==> src/mpu_sfr_regs.svh <==
`ifndef MPU_SFR_REGS_SVH
`define MPU_SFR_REGS_SVH
// ==================================================
// register addresses
`define ADDR_PORT0        8'h80
`define ADDR_SP           8'h81
`define ADDR_DP0_LO       8'h82
`define ADDR_DP0_HI       8'h83
`define ADDR_DP1_LO       8'h84
`define ADDR_DP1_HI       8'h85
`define ADDR_STRETCH      8'h8e
`define ADDR_PORT1        8'h90
`define ADDR_DP_SELECT    8'h92
`define ADDR_PORT2        8'ha0
`define ADDR_PORT3        8'hb0
`define ADDR_PSW          8'hd0
// ==================================================
// reset values
`define RST_SP            8'h07
`define RST_PORT          8'hff
`define RST_DP            16'h0000
`define RST_PC            16'h0000
`define RST_PSW           8'h00
`define RST_STRETCH       3'h1
// ==================================================
// field positions
`define PSW_CARRY         7
`define PSW_AUX_CARRY     6
`define PSW_USER_FLAG0    5
`define PSW_BANK_HI       4
`define PSW_BANK_LO       3
`define PSW_OVERFLOW      2
`define PSW_USER_FLAG1    1
`define PSW_PARITY        0
`define STRETCH_MSB       2
`define PORT_DIR_LSB      4
`endif

==> src/mpu_sfr_pkg.sv <==
package mpu_sfr_pkg;
   // external data move sequencer states
   typedef enum logic [2:0] {
      MX_IDLE  = 3'b001,
      MX_READ  = 3'b010,
      MX_WRITE = 3'b100
   } movx_state_t;
   typedef logic [7:0] sfr_byte_t;
endpackage

==> src/mpu_core_sfr.sv <==
// Behaviour
// bank bits 4:3 pick register bank base
// status bit 0 gives accumulator even parity
// status bits 5 and 1 plain user flags
// bits 7,6,2 hold carry, aux carry, overflow
// stack pointer is 8 bits, resets 0x07
// stack pointer pre-incremented before each push
// two 16-bit data pointers at 0x82-0x85
// pointer bytes writable; selected pointer addresses memory
// program counter 16 bits, reset 0, increments
// four port registers cover pins 0-15
// upper nibble direction, lower nibble output level
// direction one is output, zero is input
// output bit drives pin high or low
// port read returns actual pin state
// pins reset outputs but float until enabled
// 3-bit stretch field, resets to one
// stretch applies to every external data move
// read address and strobe last stretch+1
// write address stretch+2, strobe max(stretch,1)
// core executes the standard instruction set
`timescale 1ns/1ps
`default_nettype none
`include "mpu_sfr_regs.svh"
module mpu_core_sfr
   import mpu_sfr_pkg::*;
(
   input  wire logic        clk,
   input  wire logic        rst_n,
   input  wire logic [7:0]  sfr_addr,
   input  wire logic [7:0]  sfr_wdata,
   input  wire logic        sfr_wr,
   input  wire logic        sfr_rd,
   output var  logic [7:0]  sfr_rdata,
   input  wire logic [7:0]  acc_in,
   input  wire logic        flags_we,
   input  wire logic        carry_in,
   input  wire logic        aux_carry_in,
   input  wire logic        overflow_in,
   input  wire logic        stack_push,
   input  wire logic        stack_pop,
   output var  logic [7:0]  stack_pointer,
   output var  logic [7:0]  stack_addr,
   output var  logic [7:0]  bank_base,
   input  wire logic        pc_inc,
   input  wire logic        pc_load,
   input  wire logic [15:0] pc_load_val,
   output var  logic [15:0] program_counter,
   input  wire logic        port_enable,
   input  wire logic [15:0] pins_in,
   output var  logic [15:0] pin_out,
   output var  logic [15:0] pin_oe,
   input  wire logic        movx_start,
   input  wire logic        movx_write,
   input  wire logic [7:0]  movx_wdata,
   output var  logic        movx_busy,
   output var  logic        movx_done,
   output var  logic [7:0]  movx_rdata,
   output var  logic [15:0] mem_addr,
   output var  logic        mem_addr_valid,
   output var  logic [7:0]  mem_wdata,
   input  wire logic [7:0]  mem_rdata,
   output var  logic        mem_rd,
   output var  logic        mem_wr
);
   // ==================================================
   // helpers
   // port register index for an address, bit 2 flags a hit
   function automatic logic [2:0] port_decode(input logic [7:0] a);
      logic [2:0] r;
      r = 3'h0;
      case (a)
         `ADDR_PORT0: r = 3'h4;
         `ADDR_PORT1: r = 3'h5;
         `ADDR_PORT2: r = 3'h6;
         `ADDR_PORT3: r = 3'h7;
         default:     r = 3'h0;
      endcase
      return r;
   endfunction

   // cycles that the address phase lasts
   function automatic logic [3:0] addr_len(input logic wr, input logic [2:0] s);
      return wr ? ({1'b0, s} + 4'h2) : ({1'b0, s} + 4'h1);
   endfunction

   // cycles that the strobe lasts; a write strobe never drops to zero
   function automatic logic [3:0] strobe_len(input logic wr, input logic [2:0] s);
      logic [3:0] r;
      r = {1'b0, s};
      if (!wr) begin
         r = {1'b0, s} + 4'h1;
      end else if (s == 3'h0) begin
         r = 4'h1;
      end
      return r;
   endfunction

   logic [7:0]  sp_q;
   logic [7:0]  stack_addr_q;
   logic [7:0]  psw_q;
   logic [15:0] dp0_q;
   logic [15:0] dp1_q;
   logic        dp_sel_q;
   logic [2:0]  stretch_q;
   logic [15:0] pc_q;
   sfr_byte_t   port_q [4];
   logic [15:0] dir_w;
   logic [15:0] lvl_w;
   logic [2:0]  wr_port;
   logic [7:0]  rdata_d;
   movx_state_t mx_q;
   logic [3:0]  cnt_q;
   logic [3:0]  cnt_n;
   logic [2:0]  cyc_stretch_q;

   // ==================================================
   // register writes
   assign wr_port = port_decode(sfr_addr);

   // status word: alu flag updates win over a software write in the same cycle
   always_ff @(posedge clk or negedge rst_n) begin
      if (!rst_n) begin
         psw_q <= `RST_PSW;
      end else begin
         if (sfr_wr && sfr_addr == `ADDR_PSW) begin
            psw_q[7:1] <= sfr_wdata[7:1]; // bits 5,1 plain storage
         end
         if (flags_we) begin
            psw_q[`PSW_CARRY]     <= carry_in;
            psw_q[`PSW_AUX_CARRY] <= aux_carry_in;
            psw_q[`PSW_OVERFLOW]  <= overflow_in;
         end
         psw_q[`PSW_PARITY] <= ^acc_in; // tracks the accumulator every cycle
      end
   end

   // register bank base: bank number times eight
   always_ff @(posedge clk or negedge rst_n) begin
      if (!rst_n) begin
         bank_base <= 8'h00;
      end else if (sfr_wr && sfr_addr == `ADDR_PSW) begin
         bank_base <= {3'h0, sfr_wdata[`PSW_BANK_HI:`PSW_BANK_LO], 3'h0};
      end
   end

   // stack pointer; core strobes win over a software write
   always_ff @(posedge clk or negedge rst_n) begin
      if (!rst_n) begin
         sp_q         <= `RST_SP;
         stack_addr_q <= 8'h00;
      end else if (stack_push) begin
         sp_q         <= sp_q + 8'h01; // pre-increment
         stack_addr_q <= sp_q + 8'h01;
      end else if (stack_pop) begin
         sp_q         <= sp_q - 8'h01;
         stack_addr_q <= sp_q;
      end else if (sfr_wr && sfr_addr == `ADDR_SP) begin
         sp_q <= sfr_wdata;
      end
   end

   // data pointers, each byte its own register
   always_ff @(posedge clk or negedge rst_n) begin
      if (!rst_n) begin
         dp0_q    <= `RST_DP;
         dp1_q    <= `RST_DP;
         dp_sel_q <= 1'b0;
      end else if (sfr_wr) begin
         case (sfr_addr)
            `ADDR_DP0_LO:    dp0_q[7:0]  <= sfr_wdata;
            `ADDR_DP0_HI:    dp0_q[15:8] <= sfr_wdata;
            `ADDR_DP1_LO:    dp1_q[7:0]  <= sfr_wdata;
            `ADDR_DP1_HI:    dp1_q[15:8] <= sfr_wdata;
            `ADDR_DP_SELECT: dp_sel_q    <= sfr_wdata[0];
            default:         dp_sel_q    <= dp_sel_q;
         endcase
      end
   end

   // stretch field, upper bits not stored
   always_ff @(posedge clk or negedge rst_n) begin
      if (!rst_n) begin
         stretch_q <= `RST_STRETCH;
      end else if (sfr_wr && sfr_addr == `ADDR_STRETCH) begin
         stretch_q <= sfr_wdata[`STRETCH_MSB:0];
      end
   end

   // program counter; the core decides when fetches happen
   always_ff @(posedge clk or negedge rst_n) begin
      if (!rst_n) begin
         pc_q <= `RST_PC;
      end else if (pc_load) begin
         pc_q <= pc_load_val;
      end else if (pc_inc) begin
         pc_q <= pc_q + 16'h0001;
      end
   end

   // port latches, reset to all outputs driving high
   always_ff @(posedge clk or negedge rst_n) begin
      if (!rst_n) begin
         for (int i = 0; i < 4; i++) begin
            port_q[i] <= `RST_PORT;
         end
      end else if (sfr_wr && wr_port[2]) begin
         port_q[wr_port[1:0]] <= sfr_wdata; // one write sets dir and level
      end
   end

   // ==================================================
   // pins
   always_comb begin
      for (int i = 0; i < 4; i++) begin
         dir_w[4*i +: 4] = port_q[i][7:`PORT_DIR_LSB];
         lvl_w[4*i +: 4] = port_q[i][3:0];
      end
   end

   // drivers stay off until the global enable, so a half-configured port never glitches
   always_ff @(posedge clk or negedge rst_n) begin
      if (!rst_n) begin
         pin_out <= 16'hffff;
         pin_oe  <= 16'h0000;
      end else begin
         pin_out <= lvl_w;
         pin_oe  <= dir_w & {16{port_enable}};
      end
   end

   // ==================================================
   // register reads, one cycle after the strobe
   always_comb begin
      rdata_d = 8'h00;
      case (sfr_addr)
         `ADDR_SP:        rdata_d = sp_q;
         `ADDR_DP0_LO:    rdata_d = dp0_q[7:0];
         `ADDR_DP0_HI:    rdata_d = dp0_q[15:8];
         `ADDR_DP1_LO:    rdata_d = dp1_q[7:0];
         `ADDR_DP1_HI:    rdata_d = dp1_q[15:8];
         `ADDR_DP_SELECT: rdata_d = {7'h00, dp_sel_q};
         `ADDR_STRETCH:   rdata_d = {5'h00, stretch_q};
         `ADDR_PSW:       rdata_d = psw_q;
         default:         rdata_d = 8'h00;
      endcase
      if (wr_port[2]) begin
         // live pin level, not the latch
         rdata_d = {port_q[wr_port[1:0]][7:4], pins_in[4*wr_port[1:0] +: 4]};
      end
   end

   always_ff @(posedge clk or negedge rst_n) begin
      if (!rst_n) begin
         sfr_rdata <= 8'h00;
      end else if (sfr_rd) begin
         sfr_rdata <= rdata_d;
      end
   end

   // ==================================================
   // external data move sequencer
   assign cnt_n = cnt_q + 4'h1;

   // stretch is latched at start, so a rewrite mid-cycle cannot bend the strobes
   always_ff @(posedge clk or negedge rst_n) begin
      if (!rst_n) begin
         mx_q           <= MX_IDLE;
         cnt_q          <= 4'h0;
         cyc_stretch_q  <= `RST_STRETCH;
         mem_addr       <= 16'h0000;
         mem_addr_valid <= 1'b0;
         mem_wdata      <= 8'h00;
         mem_rd         <= 1'b0;
         mem_wr         <= 1'b0;
         movx_busy      <= 1'b0;
         movx_done      <= 1'b0;
         movx_rdata     <= 8'h00;
      end else begin
         movx_done <= 1'b0;
         case (mx_q)
            MX_IDLE: begin
               if (movx_start) begin
                  mem_addr       <= dp_sel_q ? dp1_q : dp0_q;
                  cyc_stretch_q  <= stretch_q;
                  cnt_q          <= 4'h0;
                  mem_addr_valid <= 1'b1;
                  movx_busy      <= 1'b1;
                  mem_wdata      <= movx_wdata;
                  mem_rd         <= !movx_write;
                  mx_q           <= movx_write ? MX_WRITE : MX_READ;
               end
            end
            MX_READ: begin
               if (cnt_n == addr_len(1'b0, cyc_stretch_q)) begin
                  mem_rd         <= 1'b0;
                  mem_addr_valid <= 1'b0;
                  movx_busy      <= 1'b0;
                  movx_done      <= 1'b1;
                  movx_rdata     <= mem_rdata;
                  mx_q           <= MX_IDLE;
               end else begin
                  cnt_q <= cnt_n;
               end
            end
            MX_WRITE: begin
               // strobe sits inside the address phase, one cycle after it opens
               mem_wr <= (cnt_n != 4'h0) && (cnt_n <= strobe_len(1'b1, cyc_stretch_q));
               if (cnt_n == addr_len(1'b1, cyc_stretch_q)) begin
                  mem_wr         <= 1'b0;
                  mem_addr_valid <= 1'b0;
                  movx_busy      <= 1'b0;
                  movx_done      <= 1'b1;
                  mx_q           <= MX_IDLE;
               end else begin
                  cnt_q <= cnt_n;
               end
            end
            default: begin
               mx_q <= MX_IDLE;
            end
         endcase
      end
   end

   assign stack_pointer   = sp_q;
   assign stack_addr      = stack_addr_q;
   assign program_counter = pc_q;

   // ==================================================
   // checks
   logic [3:0] rd_run_q;
   logic [3:0] wr_run_q;
   logic [3:0] av_run_q;
   logic       write_cyc_q;

   // run lengths of each strobe, read only by the checks
   always_ff @(posedge clk or negedge rst_n) begin
      if (!rst_n) begin
         rd_run_q    <= 4'h0;
         wr_run_q    <= 4'h0;
         av_run_q    <= 4'h0;
         write_cyc_q <= 1'b0;
      end else begin
         rd_run_q <= mem_rd ? rd_run_q + 4'h1 : 4'h0;
         wr_run_q <= mem_wr ? wr_run_q + 4'h1 : 4'h0;
         av_run_q <= mem_addr_valid ? av_run_q + 4'h1 : 4'h0;
         if (mx_q == MX_IDLE && movx_start) begin
            write_cyc_q <= movx_write;
         end
      end
   end

   property p_bank;
      @(posedge clk) disable iff (!rst_n)
      sfr_wr && sfr_addr == `ADDR_PSW |=> bank_base == {3'h0, $past(sfr_wdata[4:3]), 3'h0};
   endproperty
   a_bank: assert property (p_bank) else $error("bank base wrong");

   property p_parity;
      @(posedge clk) disable iff (!rst_n)
      rst_n && $past(rst_n) |-> (^{psw_q[`PSW_PARITY], $past(acc_in)}) == 1'b0;
   endproperty
   a_parity: assert property (p_parity) else $error("parity bit wrong");

   property p_flags;
      @(posedge clk) disable iff (!rst_n)
      flags_we |=> psw_q[7] == $past(carry_in) && psw_q[6] == $past(aux_carry_in)
                   && psw_q[2] == $past(overflow_in);
   endproperty
   a_flags: assert property (p_flags) else $error("alu flags not stored");

   property p_sp_reset;
      @(posedge clk) disable iff (!rst_n)
      !$past(rst_n) |-> sp_q == 8'h07 && pc_q == 16'h0000;
   endproperty
   a_sp_reset: assert property (p_sp_reset) else $error("reset value wrong");

   property p_push;
      @(posedge clk) disable iff (!rst_n)
      stack_push |=> sp_q == $past(sp_q) + 8'h01 && stack_addr_q == sp_q;
   endproperty
   a_push: assert property (p_push) else $error("push not pre-incremented");

   property p_pc_inc;
      @(posedge clk) disable iff (!rst_n)
      pc_inc && !pc_load |=> pc_q == $past(pc_q) + 16'h0001;
   endproperty
   a_pc_inc: assert property (p_pc_inc) else $error("pc did not advance");

   property p_movx_addr;
      @(posedge clk) disable iff (!rst_n)
      mx_q == MX_IDLE && movx_start |=> mem_addr == ($past(dp_sel_q) ? $past(dp1_q) : $past(dp0_q));
   endproperty
   a_movx_addr: assert property (p_movx_addr) else $error("wrong pointer used");

   property p_pin_drive;
      @(posedge clk) disable iff (!rst_n)
      rst_n && $past(rst_n) |-> pin_oe == ($past(dir_w) & {16{$past(port_enable)}})
                               && pin_out == $past(lvl_w);
   endproperty
   a_pin_drive: assert property (p_pin_drive) else $error("pin drive wrong");

   property p_rd_len;
      @(posedge clk) disable iff (!rst_n)
      $fell(mem_rd) |-> rd_run_q == addr_len(1'b0, cyc_stretch_q) && av_run_q == rd_run_q;
   endproperty
   a_rd_len: assert property (p_rd_len) else $error("read strobe width wrong");

   property p_wr_len;
      @(posedge clk) disable iff (!rst_n)
      $fell(mem_wr) |-> wr_run_q == strobe_len(1'b1, cyc_stretch_q);
   endproperty
   a_wr_len: assert property (p_wr_len) else $error("write strobe width wrong");

   property p_wr_addr;
      @(posedge clk) disable iff (!rst_n)
      $fell(mem_addr_valid) && write_cyc_q |-> av_run_q == addr_len(1'b1, cyc_stretch_q);
   endproperty
   a_wr_addr: assert property (p_wr_addr) else $error("write address width wrong");

   c_read_fast: cover property (@(posedge clk) disable iff (!rst_n)
      mx_q == MX_READ && cyc_stretch_q == 3'h0 ##1 movx_done);
   c_write_max: cover property (@(posedge clk) disable iff (!rst_n)
      $fell(mem_wr) && cyc_stretch_q == 3'h7);
   c_push: cover property (@(posedge clk) disable iff (!rst_n) stack_push ##1 stack_pop);
   c_enable: cover property (@(posedge clk) disable iff (!rst_n) $rose(pin_oe[0]));
endmodule
`default_nettype wire

==> config.mk <==
export PLATFORM = sky130hd
export DESIGN_NAME = mpu_core_sfr
export DESIGN_NICKNAME = d
export VERILOG_FILES = /design/src/mpu_sfr_pkg.sv /design/src/mpu_core_sfr.sv
export VERILOG_INCLUDE_DIRS = /design/src
export SDC_FILE = /design/constraint.sdc
export NUM_CORES = 1
export LEC_CHECK = 0
export BUFFER_PORTS_ARGS = -buffer_cell sky130_fd_sc_hd__buf_2
export CAP_MARGIN = 25
export CORE_ASPECT_RATIO = 0.7
export CORE_MARGIN = 2
export CORE_UTILIZATION = 49
export DETAILED_ROUTE_END_ITERATION = 6
export PLACE_DENSITY_LB_ADDON = 0.08
export SYNTH_ARGS = -nofsm -noshare
export SYNTH_HDL_FRONTEND = slang
export SYNTH_SLANG_ARGS = --single-unit
==> constraint.sdc <==
create_clock -name clk -period 2.04 [get_ports clk]
set_input_delay 0.408 -clock clk [delete_from_list [all_inputs] [get_ports clk]]
set_output_delay 0.408 -clock clk [all_outputs]
set_load 0.02 [all_outputs]
==> flow_summary.json, run 1 <==
{
  "cts_buffers": 17,
  "switchingPower_w": 0.00384,
  "pin_count": 204,
  "cellPowerDensity_nw_per_um2": 962,
  "grt_start_max_net_pins": 56,
  "fin_util": 0.619,
  "seqPwrFrac": 0.440,
  "worst-r2r-setup-slack_ns": 0.05,
  "tightest_slew_ns": 0.509,
  "cts.sinks": 194,
  "routed_wirelength_um": 23300,
  "min_from": "movx_wdata[3]",
  "fin_nets": 1144,
  "r2r_end": "cnt_q[2]",
  "pre_cts_ws_ns": -0.0699,
  "clk_latency_ns": 0.42,
  "synth_top_area_frac": 0.376,
  "rsz0062_at_grt": "true",
  "vdd_drop_max_uv": 606,
  "netlist_instances": 817,
  "drv_cap": 0,
  "synthArstFlopShare": 1.00,
  "grt_pass1_wl_um": 37100,
  "finalCritPeriodShare": 0.976,
  "hold_depth": 3,
  "min_to": "mem_wdata[3]",
  "relSlewSlack": 0.661,
  "worst_ep_arrival_time_ns": 2.30,
  "layout-drive-gt1-share": 0.450,
  "layout.cells.non_filler": 1302,
  "gp_congestion": 0.848,
  "yosys_register_bits": 194,
  "yosys-top-cells-area": "dfrtp_1 (38%), dfstp_2 (15%), mux2_2 (11%)",
  "first_pass_iters": 5,
  "grt-ovfl-total": 0,
  "status": "complete, no violations",
  "fin_ws_ns": 0.0482,
  "grt_usage": 0.237,
  "reg2regPathDepth": 7,
  "comb_power_share": 0.275,
  "p_leak_nw": 5.52,
  "clockPowerShare": 0.285,
  "fmax_mhz": 502,
  "num_vias": 7030,
  "die_w_um": 169,
  "end_kind": "register",
  "max_stage_delay_ns": 0.40,
  "syn_area_sq_um": 9320,
  "yosysWarnings": 0,
  "initial_core_util": 0.497,
  "synthFlopType": "dfrtp_1",
  "grt_pass1_vias": 6818,
  "finClkSkew_ns": 0.00779,
  "root_buffer": "clkbuf_16",
  "core_sq_um": 18800,
  "r2r_start": "cyc_stretch_q[1]",
  "critPathLaunchType": "register",
  "n_antenna_cell": 0,
  "final_max_slew_viol_count": 0,
  "dp_hpwl_um": 16800,
  "crit_slowest_cell": "dfrtp_1",
  "switching_share": 0.344,
  "placementRows": 42,
  "die_area_sq_um": 20200,
  "synth_edf_count": 0,
  "internal_power_w": 0.00732,
  "ys_types": 74,
  "min-delay-path-class": "input pin to register",
  "finalHoldViolations": 0,
  "fin_crit_ns": 1.99,
  "synth_top_cell_by_area": "dfrtp_1",
  "die_h_um": 119,
  "critPathTopFamily": "compound AO/OA/AOI/OAI gates",
  "route.detailed.drc": 0,
  "vias_per_cell": 5.40,
  "area_growth_pct": 24.5,
  "htreeDepth": 4,
  "clkTransAtPathRegs_ns": 0.07,
  "crit_buf_inv": 1,
  "crit_required_ns": 2.35,
  "cp_max_fo": 4,
  "ys_seq_area_frac": 0.528,
  "antenna_found_initial": 0,
  "cts_buffer_depth": 2,
  "cts_tree": "built",
  "finalSetupViolCount": 0,
  "placedCellCount": 1263,
  "p_total_w": 0.0112,
  "portBuffers": 197,
  "ant_nets": 0,
  "crit_type": "register to register",
  "drt_iter0_markers": 410,
  "hold_ws_ns": 0.172,
  "avgSynthCellArea_sq_um": 11.4,
  "crit_chain": "buf_4, ha_1, xor2_2, xnor2_2, a41oi_2, or2_4, a221o_1",
  "wl_per_cell_um": 17.9
}
[power groups by stage]
stage	Combinational, W	Sequential (W)	Clock (W)
after floorplan	0.00142	0.00534	0
after global placement	0.00293	0.00496	0
final	0.00307	0.00491	0.00319
after detailed placement	0.00296	0.00496	0
after CTS	0.00302	0.00490	0.00325
after global routing	0.00333	0.00498	0.00341
[worst max path at each step]
stage / slack [ns] / to / cells past startpoint / start
2_1_floorplan: 0.02 / cnt_q[2] / 6 / cnt_q[0]
3_3_place_gp: -0.03 / movx_rdata[5] / 6 / cyc_stretch_q[0]
3_5_place_dp: -0.07 / movx_rdata[5] / 6 / cyc_stretch_q[0]
4_1_cts: -0.01 / cnt_q[2] / 7 / cnt_q[1]
5_1_grt: -0.03 / cnt_q[2] / 7 / cnt_q[0]
6_report: 0.05 / cnt_q[2] / 7 / cyc_stretch_q[1]
[state kept, by name (all words and copies together) (netlist names), 4 cells and up]
register and count:
cnt_q 4, dir_w 16, dp0_q 16, dp1_q 16, lvl_w 16, mem_addr 16, mem_wdata 8, movx_rdata 8
pin_oe 16, pin_out 16, program_counter 16, psw_q 8, sfr_rdata 8, stack_addr 8, stack_pointer 8
[timing repair]
item                                    in CTS  in global routing
hold buffers                                 1                  0
setup buffers                                5                  0
gates resized for setup                      8                  7
endpoints found under the setup margin      12                 14
pin swaps                                    7                  6
cloned                                       0                  1
endpoints found under the hold margin       45                  0
[worst reg2reg max path, delay by kind of cell (launching register included)]
kind	cells	cell delay (ns)
adders and majority gates	1	0.20
buffers and inverters	1	0.15
DFF	1	0.40
and+or+nand+nor	1	0.30
AOI/OAI and AO/OA	2	0.47
xor gates and xnor gates	2	0.36
[per-stage QoR]
step / cell area [sq um] / TNS [ns]
floorplan: 9350 / 0
global placement: 10900 / -0.248
detailed placement: 10900 / -0.577
CTS: 11500 / -0.0140
global route: 11600 / -0.0453
finish: 11600 / 0
[cells in the final DEF, fill, tap and decap left out, types with 13 or more instances in the layout]
cell type  netlist  final
inv_1           13     13
o21ai_0         56     56
nor2_1          34     34
mux2_2          87     87
buf_4           11     58
dfstp_2         54     54
and2_1          19     19
dfrtp_1        140    139
xnor2_1         20     18
nand2_1         95     94
a31oi_1         13     13
buf_2           13    196
clkbuf_16        0     17
a21oi_1         20     18
mux2i_1         47     47
[cell usage after synthesis, types with 13 or more instances]
cell,number
o21ai_0,56
nor2_1,34
clkbuf_1,28
dfrtp_1,140
buf_2,13
a31oi_1,13
xnor2_1,20
nand2_1,95
inv_1,13
mux2i_1,47
dfstp_2,54
xor2_1,13
a21oi_1,20
mux2_2,87
and2_1,19
[metal layers]
layer	track usage	vias to the layer above	wire length, um
met4	0.0453	0	166
li1	-	3352	-
met2	0.342	183	10000
met5	0	-	0
met3	0.0485	12	1230
met1	0.370	3483	11800
[layout make-up]
cell class                      instances  area [sq um]
Tap cell                              242           303
Clock inverter                         14           120
Inverter                               14          52.6
Clock buffer                           18           439
Sequential cell                       194          4920
Multi-Input combinational cell        556          4180
Fill cell                            1640          7150
Timing Repair Buffer                  264          1590
[cells by family (layout without fill, tap and decap cells)]
family,Yosys count,in the layout,share of synthesized area
other,1,6,0.000402
adder cells (fa/ha/maj),10,10,0.0134
multiplexers,135,135,0.157
XOR/XNOR,35,35,0.0360
AND/OR/NAND/NOR,225,226,0.131
buffers and inverters,73,310,0.0372
AO/OA/AOI/OAI,144,144,0.0969
flip-flops,194,194,0.528
Note: power is estimated with default switching activity, not from simulation.
==> run 2, diff against run 1 <==
CORE_UTILIZATION = 30   (was 49)
==> run 2 against run 1 <==
Against the previous run:
- the flow now finishes with violations (setup timing)
- combinational power is 3% higher
- clock skew rose by 0.0019 ns
- hold slack got worse by 0.026 ns
- setup slack got worse by 0.054 ns
- clock power up 6.9%
- sequential cell count did not move
- utilization fell by 22 points
==> flow_summary.json, run 2 (synthesized netlist as in run 1, its figures left out) <==
{
  "layout-drive-gt1-share": 0.453,
  "worst_ep_arrival_time_ns": 2.38,
  "fillCellCount": 3058,
  "wl_met2_um": 11400,
  "wl_met3_um": 1050,
  "vias_per_cell": 4.69,
  "cts_buffers": 17,
  "wl_per_cell_um": 17.9,
  "root_buffer": "clkbuf_16",
  "antenna_found_initial": 0,
  "grt-ovfl-total": 0,
  "clkTransAtPathRegs_ns": 0.07,
  "crit_required_ns": 2.37,
  "end_kind": "register",
  "register_area_sq_um": 4920,
  "routed_wirelength_um": 26500,
  "tightest_slew_ns": 0.481,
  "grt_pass1_wl_um": 41500,
  "final_cell_mix": "buf_2 (196), dfrtp_1 (140), nand2_1 (94), mux2_2 (87), buf_4 (64)",
  "die_h_um": 151,
  "finalSetupTns_ns": -0.00553,
  "dp_hpwl_um": 19700,
  "route.detailed.drc": 0,
  "crit_slowest_cell": "dfrtp_1",
  "finalHoldViolations": 0,
  "max_stage_delay_ns": 0.38,
  "finClkSkew_ns": 0.00968,
  "crit_chain": "buf_4, ha_1, xor3_1, nor3_2, a21oi_2, or2_4, a221o_1",
  "cellPowerDensity_nw_per_um2": 959,
  "fin_crit_ns": 2.05,
  "cp_max_fo": 4,
  "initial_core_util": 0.308,
  "fin_ws_ns": -0.00553,
  "vdd_drop_max_uv": 495,
  "top_layer": "met4",
  "rsz0062_at_grt": "true",
  "multi_input_area_sq_um": 4160,
  "area_growth_pct": 28.3,
  "gp_congestion": 0.782,
  "final_max_slew_viol_count": 0,
  "relSlewSlack": 0.675,
  "status": "finished, violations left",
  "wl_met1_um": 13800,
  "cts.sinks": 194,
  "fin_nets": 1153,
  "pin_count": 204,
  "grt_start_max_net_pins": 50,
  "grt_pass1_vias": 6968,
  "p_leak_nw": 5.58,
  "violations": "setup timing",
  "clk_latency_ns": 0.45,
  "finalCritPeriodShare": 1.00,
  "drv_cap": 0,
  "critPathLaunchType": "register",
  "die_area_sq_um": 32500,
  "cts_buffer_depth": 2,
  "fin_util": 0.395,
  "placementRows": 53,
  "cts_tree": "built",
  "portBuffers": 197,
  "layout_commonest_cell": "buf_2",
  "first_pass_iters": 4,
  "finalSetupViolCount": 1,
  "ant_nets": 0,
  "drt_iter0_markers": 292,
  "min-delay-path-class": "input pin to register",
  "grt_usage": 0.168,
  "die_w_um": 215,
  "fmax_mhz": 489,
  "core_sq_um": 30300,
  "num_vias": 6952,
  "crit_type": "register to register",
  "htreeDepth": 4,
  "n_antenna_cell": 0
}
## run 2: changes by cell type in the layout (fill, tap and decap cells not counted), sizes merged
cell	change
buf	+10
clkinvlp	+4
inv	-4
bufinv	+2
clkinv	-2
nand3	-1
## run 2: worst paths after layout
kind,startpoint,end,slack [ns],depth (start not counted)
min in group asynchronous,rst_n,program_counter[7],0.49,2
hold reg to reg,lvl_w[3],pin_out[3],0.36,0
max in group asynchronous,rst_n,stack_pointer[2],0.89,3
hold / removal,movx_wdata[5],mem_wdata[5],0.15,3
setup reg to reg,cyc_stretch_q[1],cnt_q[2],-0.006,7
setup / recovery,cyc_stretch_q[1],cnt_q[2],-0.006,7
## run 2: power by group
| part | switching (W) | total (W) | internal (W) |
|---|---|---|---|
| clock network | 0.00156 | 0.00341 | 0.00185 |
| logic | 0.00184 | 0.00315 | 0.00131 |
| registers | 0.000463 | 0.00490 | 0.00444 |
## run 2: metal layers
layer | vias to the layer above | GRT usage
li1 | 3375 | -
met1 | 3445 | 0.255
met2 | 116 | 0.240
met3 | 16 | 0.0339
met4 | 0 | 0.0427
met5 | - | 0
## run 2: critical path, delay by kind of cell (launching register included)
family	cells	cell delay [ns]
buffers and inverters	1	0.14
flip-flops	1	0.38
AND/OR/NAND/NOR	2	0.46
XOR/XNOR	1	0.23
adder cells (fa/ha/maj)	1	0.29
AO/OA/AOI/OAI	2	0.43
## run 2: final cells by class
| type | count | share of cell area |
|---|---|---|
| flip-flops and latches | 194 | 0.411 |
| clock buffers | 18 | 0.0367 |
| multi-input cells | 555 | 0.347 |
| repair buffers | 274 | 0.144 |
| inverters | 14 | 0.00439 |
| well taps | 412 | 0.0431 |
| clock inverters | 14 | 0.0128 |
## run 2: per-stage QoR
stage          setup slack, ns  std cells  hold WS, ns  total power [W]  area, sq um
5_1_grt                -0.0647       1481        0.130           0.0122        12000
2_1_floorplan           0.0176        822        0.112          0.00676         9350
4_1_cts                0.00153       1478        0.122           0.0116        11900
3_3_place_gp           -0.0453       1444        0.355          0.00803        11300
3_5_place_dp            -0.115       1444        0.357          0.00803        11300
6_report              -0.00553       1481        0.146           0.0115        12000
## run 2: timing repair
item                                   in CTS  in global routing
setup endpoints to repair                  12                 15
hold buffers                                1                  0
buffers inserted                            1                  3
gates cloned                                0                  0
endpoints found under the hold margin      35                  0
gates resized for setup                     4                  6
pin swaps                                   2                  3
==> run 3, diff against run 2 <==
RECOVER_POWER = 25   (was not set)
SETUP_SLACK_MARGIN = 0.02   (was not set)
==> run 3 against run 2 <==
Against the previous run:
- sequential share of layout area rose by 0.13 points
- critical path type unchanged
- global-route usage is 0.14 points higher
- the run now ends clean
- total power down 1.2%
- clock power is 5% lower
==> flow_summary.json, run 3 (synthesized netlist as in run 1, its figures left out) <==
{
  "ant_nets": 0,
  "fin_ws_ns": 0.00830,
  "crit_type": "register to register",
  "grt_start_max_net_pins": 62,
  "vdd_drop_max_uv": 523,
  "crit_chain": "buf_6, ha_4, xor3_1, nor3_2, a21oi_2, or2_4, a221o_1",
  "root_buffer": "clkbuf_16",
  "wl_per_cell_um": 18.4,
  "fillCellCount": 3035,
  "cts.sinks": 194,
  "fin_nets": 1149,
  "placementRows": 53,
  "area_growth_pct": 28.0,
  "tightest_slew_ns": 0.878,
  "drt_iter0_markers": 319,
  "critPathLaunchType": "register",
  "max_stage_delay_ns": 0.39,
  "portBuffers": 197,
  "die_area_sq_um": 32500,
  "antenna_found_initial": 0,
  "vias_per_cell": 4.71,
  "clockPowerShare": 0.285,
  "finalHoldViolations": 0,
  "p_total_w": 0.0113,
  "gp_congestion": 0.763,
  "switching_share": 0.340,
  "crit_required_ns": 2.36,
  "worst_ep_arrival_time_ns": 2.36,
  "internal_power_w": 0.00747,
  "design_area_sq_um": 11900,
  "num_vias": 6962,
  "pre_cts_ws_ns": -0.185,
  "drv_cap": 0,
  "pin_count": 204,
  "layout_commonest_cell": "buf_2",
  "final_cell_mix": "buf_2 (196), dfrtp_1 (139), nand2_1 (95), mux2_2 (86), buf_4 (58)",
  "critPathTopFamily": "simple AND/OR/NAND/NOR gates",
  "die_h_um": 151,
  "routed_wirelength_um": 27100,
  "final_max_slew_viol_count": 0,
  "relSlewSlack": 0.415,
  "finalCritPeriodShare": 0.996,
  "core_sq_um": 30300,
  "dp_hpwl_um": 19800,
  "cts_buffers": 17,
  "finalSetupViolCount": 0,
  "grt_usage": 0.169,
  "cts_tree": "built",
  "initial_core_util": 0.308,
  "cts_buffer_depth": 2,
  "route.detailed.drc": 0,
  "n_antenna_cell": 0,
  "comb_power_share": 0.281,
  "placed_area_sq_um": 11200,
  "rsz0062_at_grt": "true",
  "grt_pass1_vias": 6938,
  "grt_pass1_wl_um": 41600,
  "p_leak_nw": 5.55,
  "end_kind": "register",
  "cp_max_fo": 4,
  "crit_slowest_cell": "dfrtp_1",
  "grt-ovfl-total": 0,
  "crit_buf_inv": 1,
  "fin_crit_ns": 2.03,
  "status": "complete, no violations",
  "cellPowerDensity_nw_per_um2": 950,
  "die_w_um": 215,
  "fin_util": 0.394,
  "switchingPower_w": 0.00386,
  "layout-drive-gt1-share": 0.433,
  "htreeDepth": 4,
  "seqPwrFrac": 0.434,
  "clk_latency_ns": 0.44,
  "finClkSkew_ns": 0.0102,
  "fmax_mhz": 492,
  "first_pass_iters": 4,
  "min-delay-path-class": "input pin to register",
  "hold_ws_ns": 0.160,
  "clkTransAtPathRegs_ns": 0.07
}
[run 3: power by group through the flow]
stage	registers [W]	logic (W)	clock network [W]
final	0.00492	0.00318	0.00323
after global routing	0.00501	0.00347	0.00352
after CTS	0.00492	0.00308	0.00335
after detailed placement	0.00499	0.00305	0
after global placement	0.00499	0.00305	0
after floorplan	0.00534	0.00142	0
[run 3: area by class of cell]
| cell class | count | area [sq um] | area share |
|---|---|---|---|
| multi-input cells | 555 | 4230 | 0.354 |
| repair buffers | 270 | 1650 | 0.139 |
| clock inverters | 7 | 50.0 | 0.00420 |
| inverters | 14 | 52.6 | 0.00441 |
| well taps | 412 | 515 | 0.0432 |
| clock buffers | 25 | 505 | 0.0424 |
| flip-flops and latches | 194 | 4920 | 0.413 |
[run 3: worst paths after layout]
kind                             startpoint  slack [ns]  cells past startpoint                  to
max in group asynchronous             rst_n        0.21                      3            cnt_q[2]
setup reg to reg           cyc_stretch_q[1]       0.008                      7            cnt_q[2]
hold / removal                movx_wdata[1]        0.16                      3        mem_wdata[1]
hold reg to reg                    lvl_w[3]        0.37                      0          pin_out[3]
setup / recovery           cyc_stretch_q[1]       0.008                      7            cnt_q[2]
min in group asynchronous             rst_n        0.61                      2  program_counter[7]
[run 3: through the flow]
step / std cells / TNS, ns
after CTS: 1475 / -0.0453
after floorplan: 822 / 0
after global routing: 1477 / -1.24
after global placement: 1440 / -1.60
final: 1477 / 0
after detailed placement: 1440 / -1.08
[run 3: routing by layer]
| layer | up-vias | wire length [um] | global-route usage |
|---|---|---|---|
| li1 | 3350 | - | - |
| met4 | 0 | 160 | 0.0340 |
| met1 | 3487 | 14300 | 0.260 |
| met3 | 8 | 949 | 0.0367 |
| met2 | 117 | 11700 | 0.241 |
| met5 | - | 0 | 0 |
[run 3: what timing repair did]
item                       4_1_cts  5_1_grt
pin swaps                        7       11
gates cloned                     0        1
hold buffers                     1        0
buffers inserted                 2        2
hold endpoints to repair        15        0
setup endpoints to repair       10       17
resized for setup                2       21
[run 3: tightest hold or removal path, cell delays in order]
cell and delay, ns:
buf_2 0.07, nand2_1 0.04, nand2_1 0.05
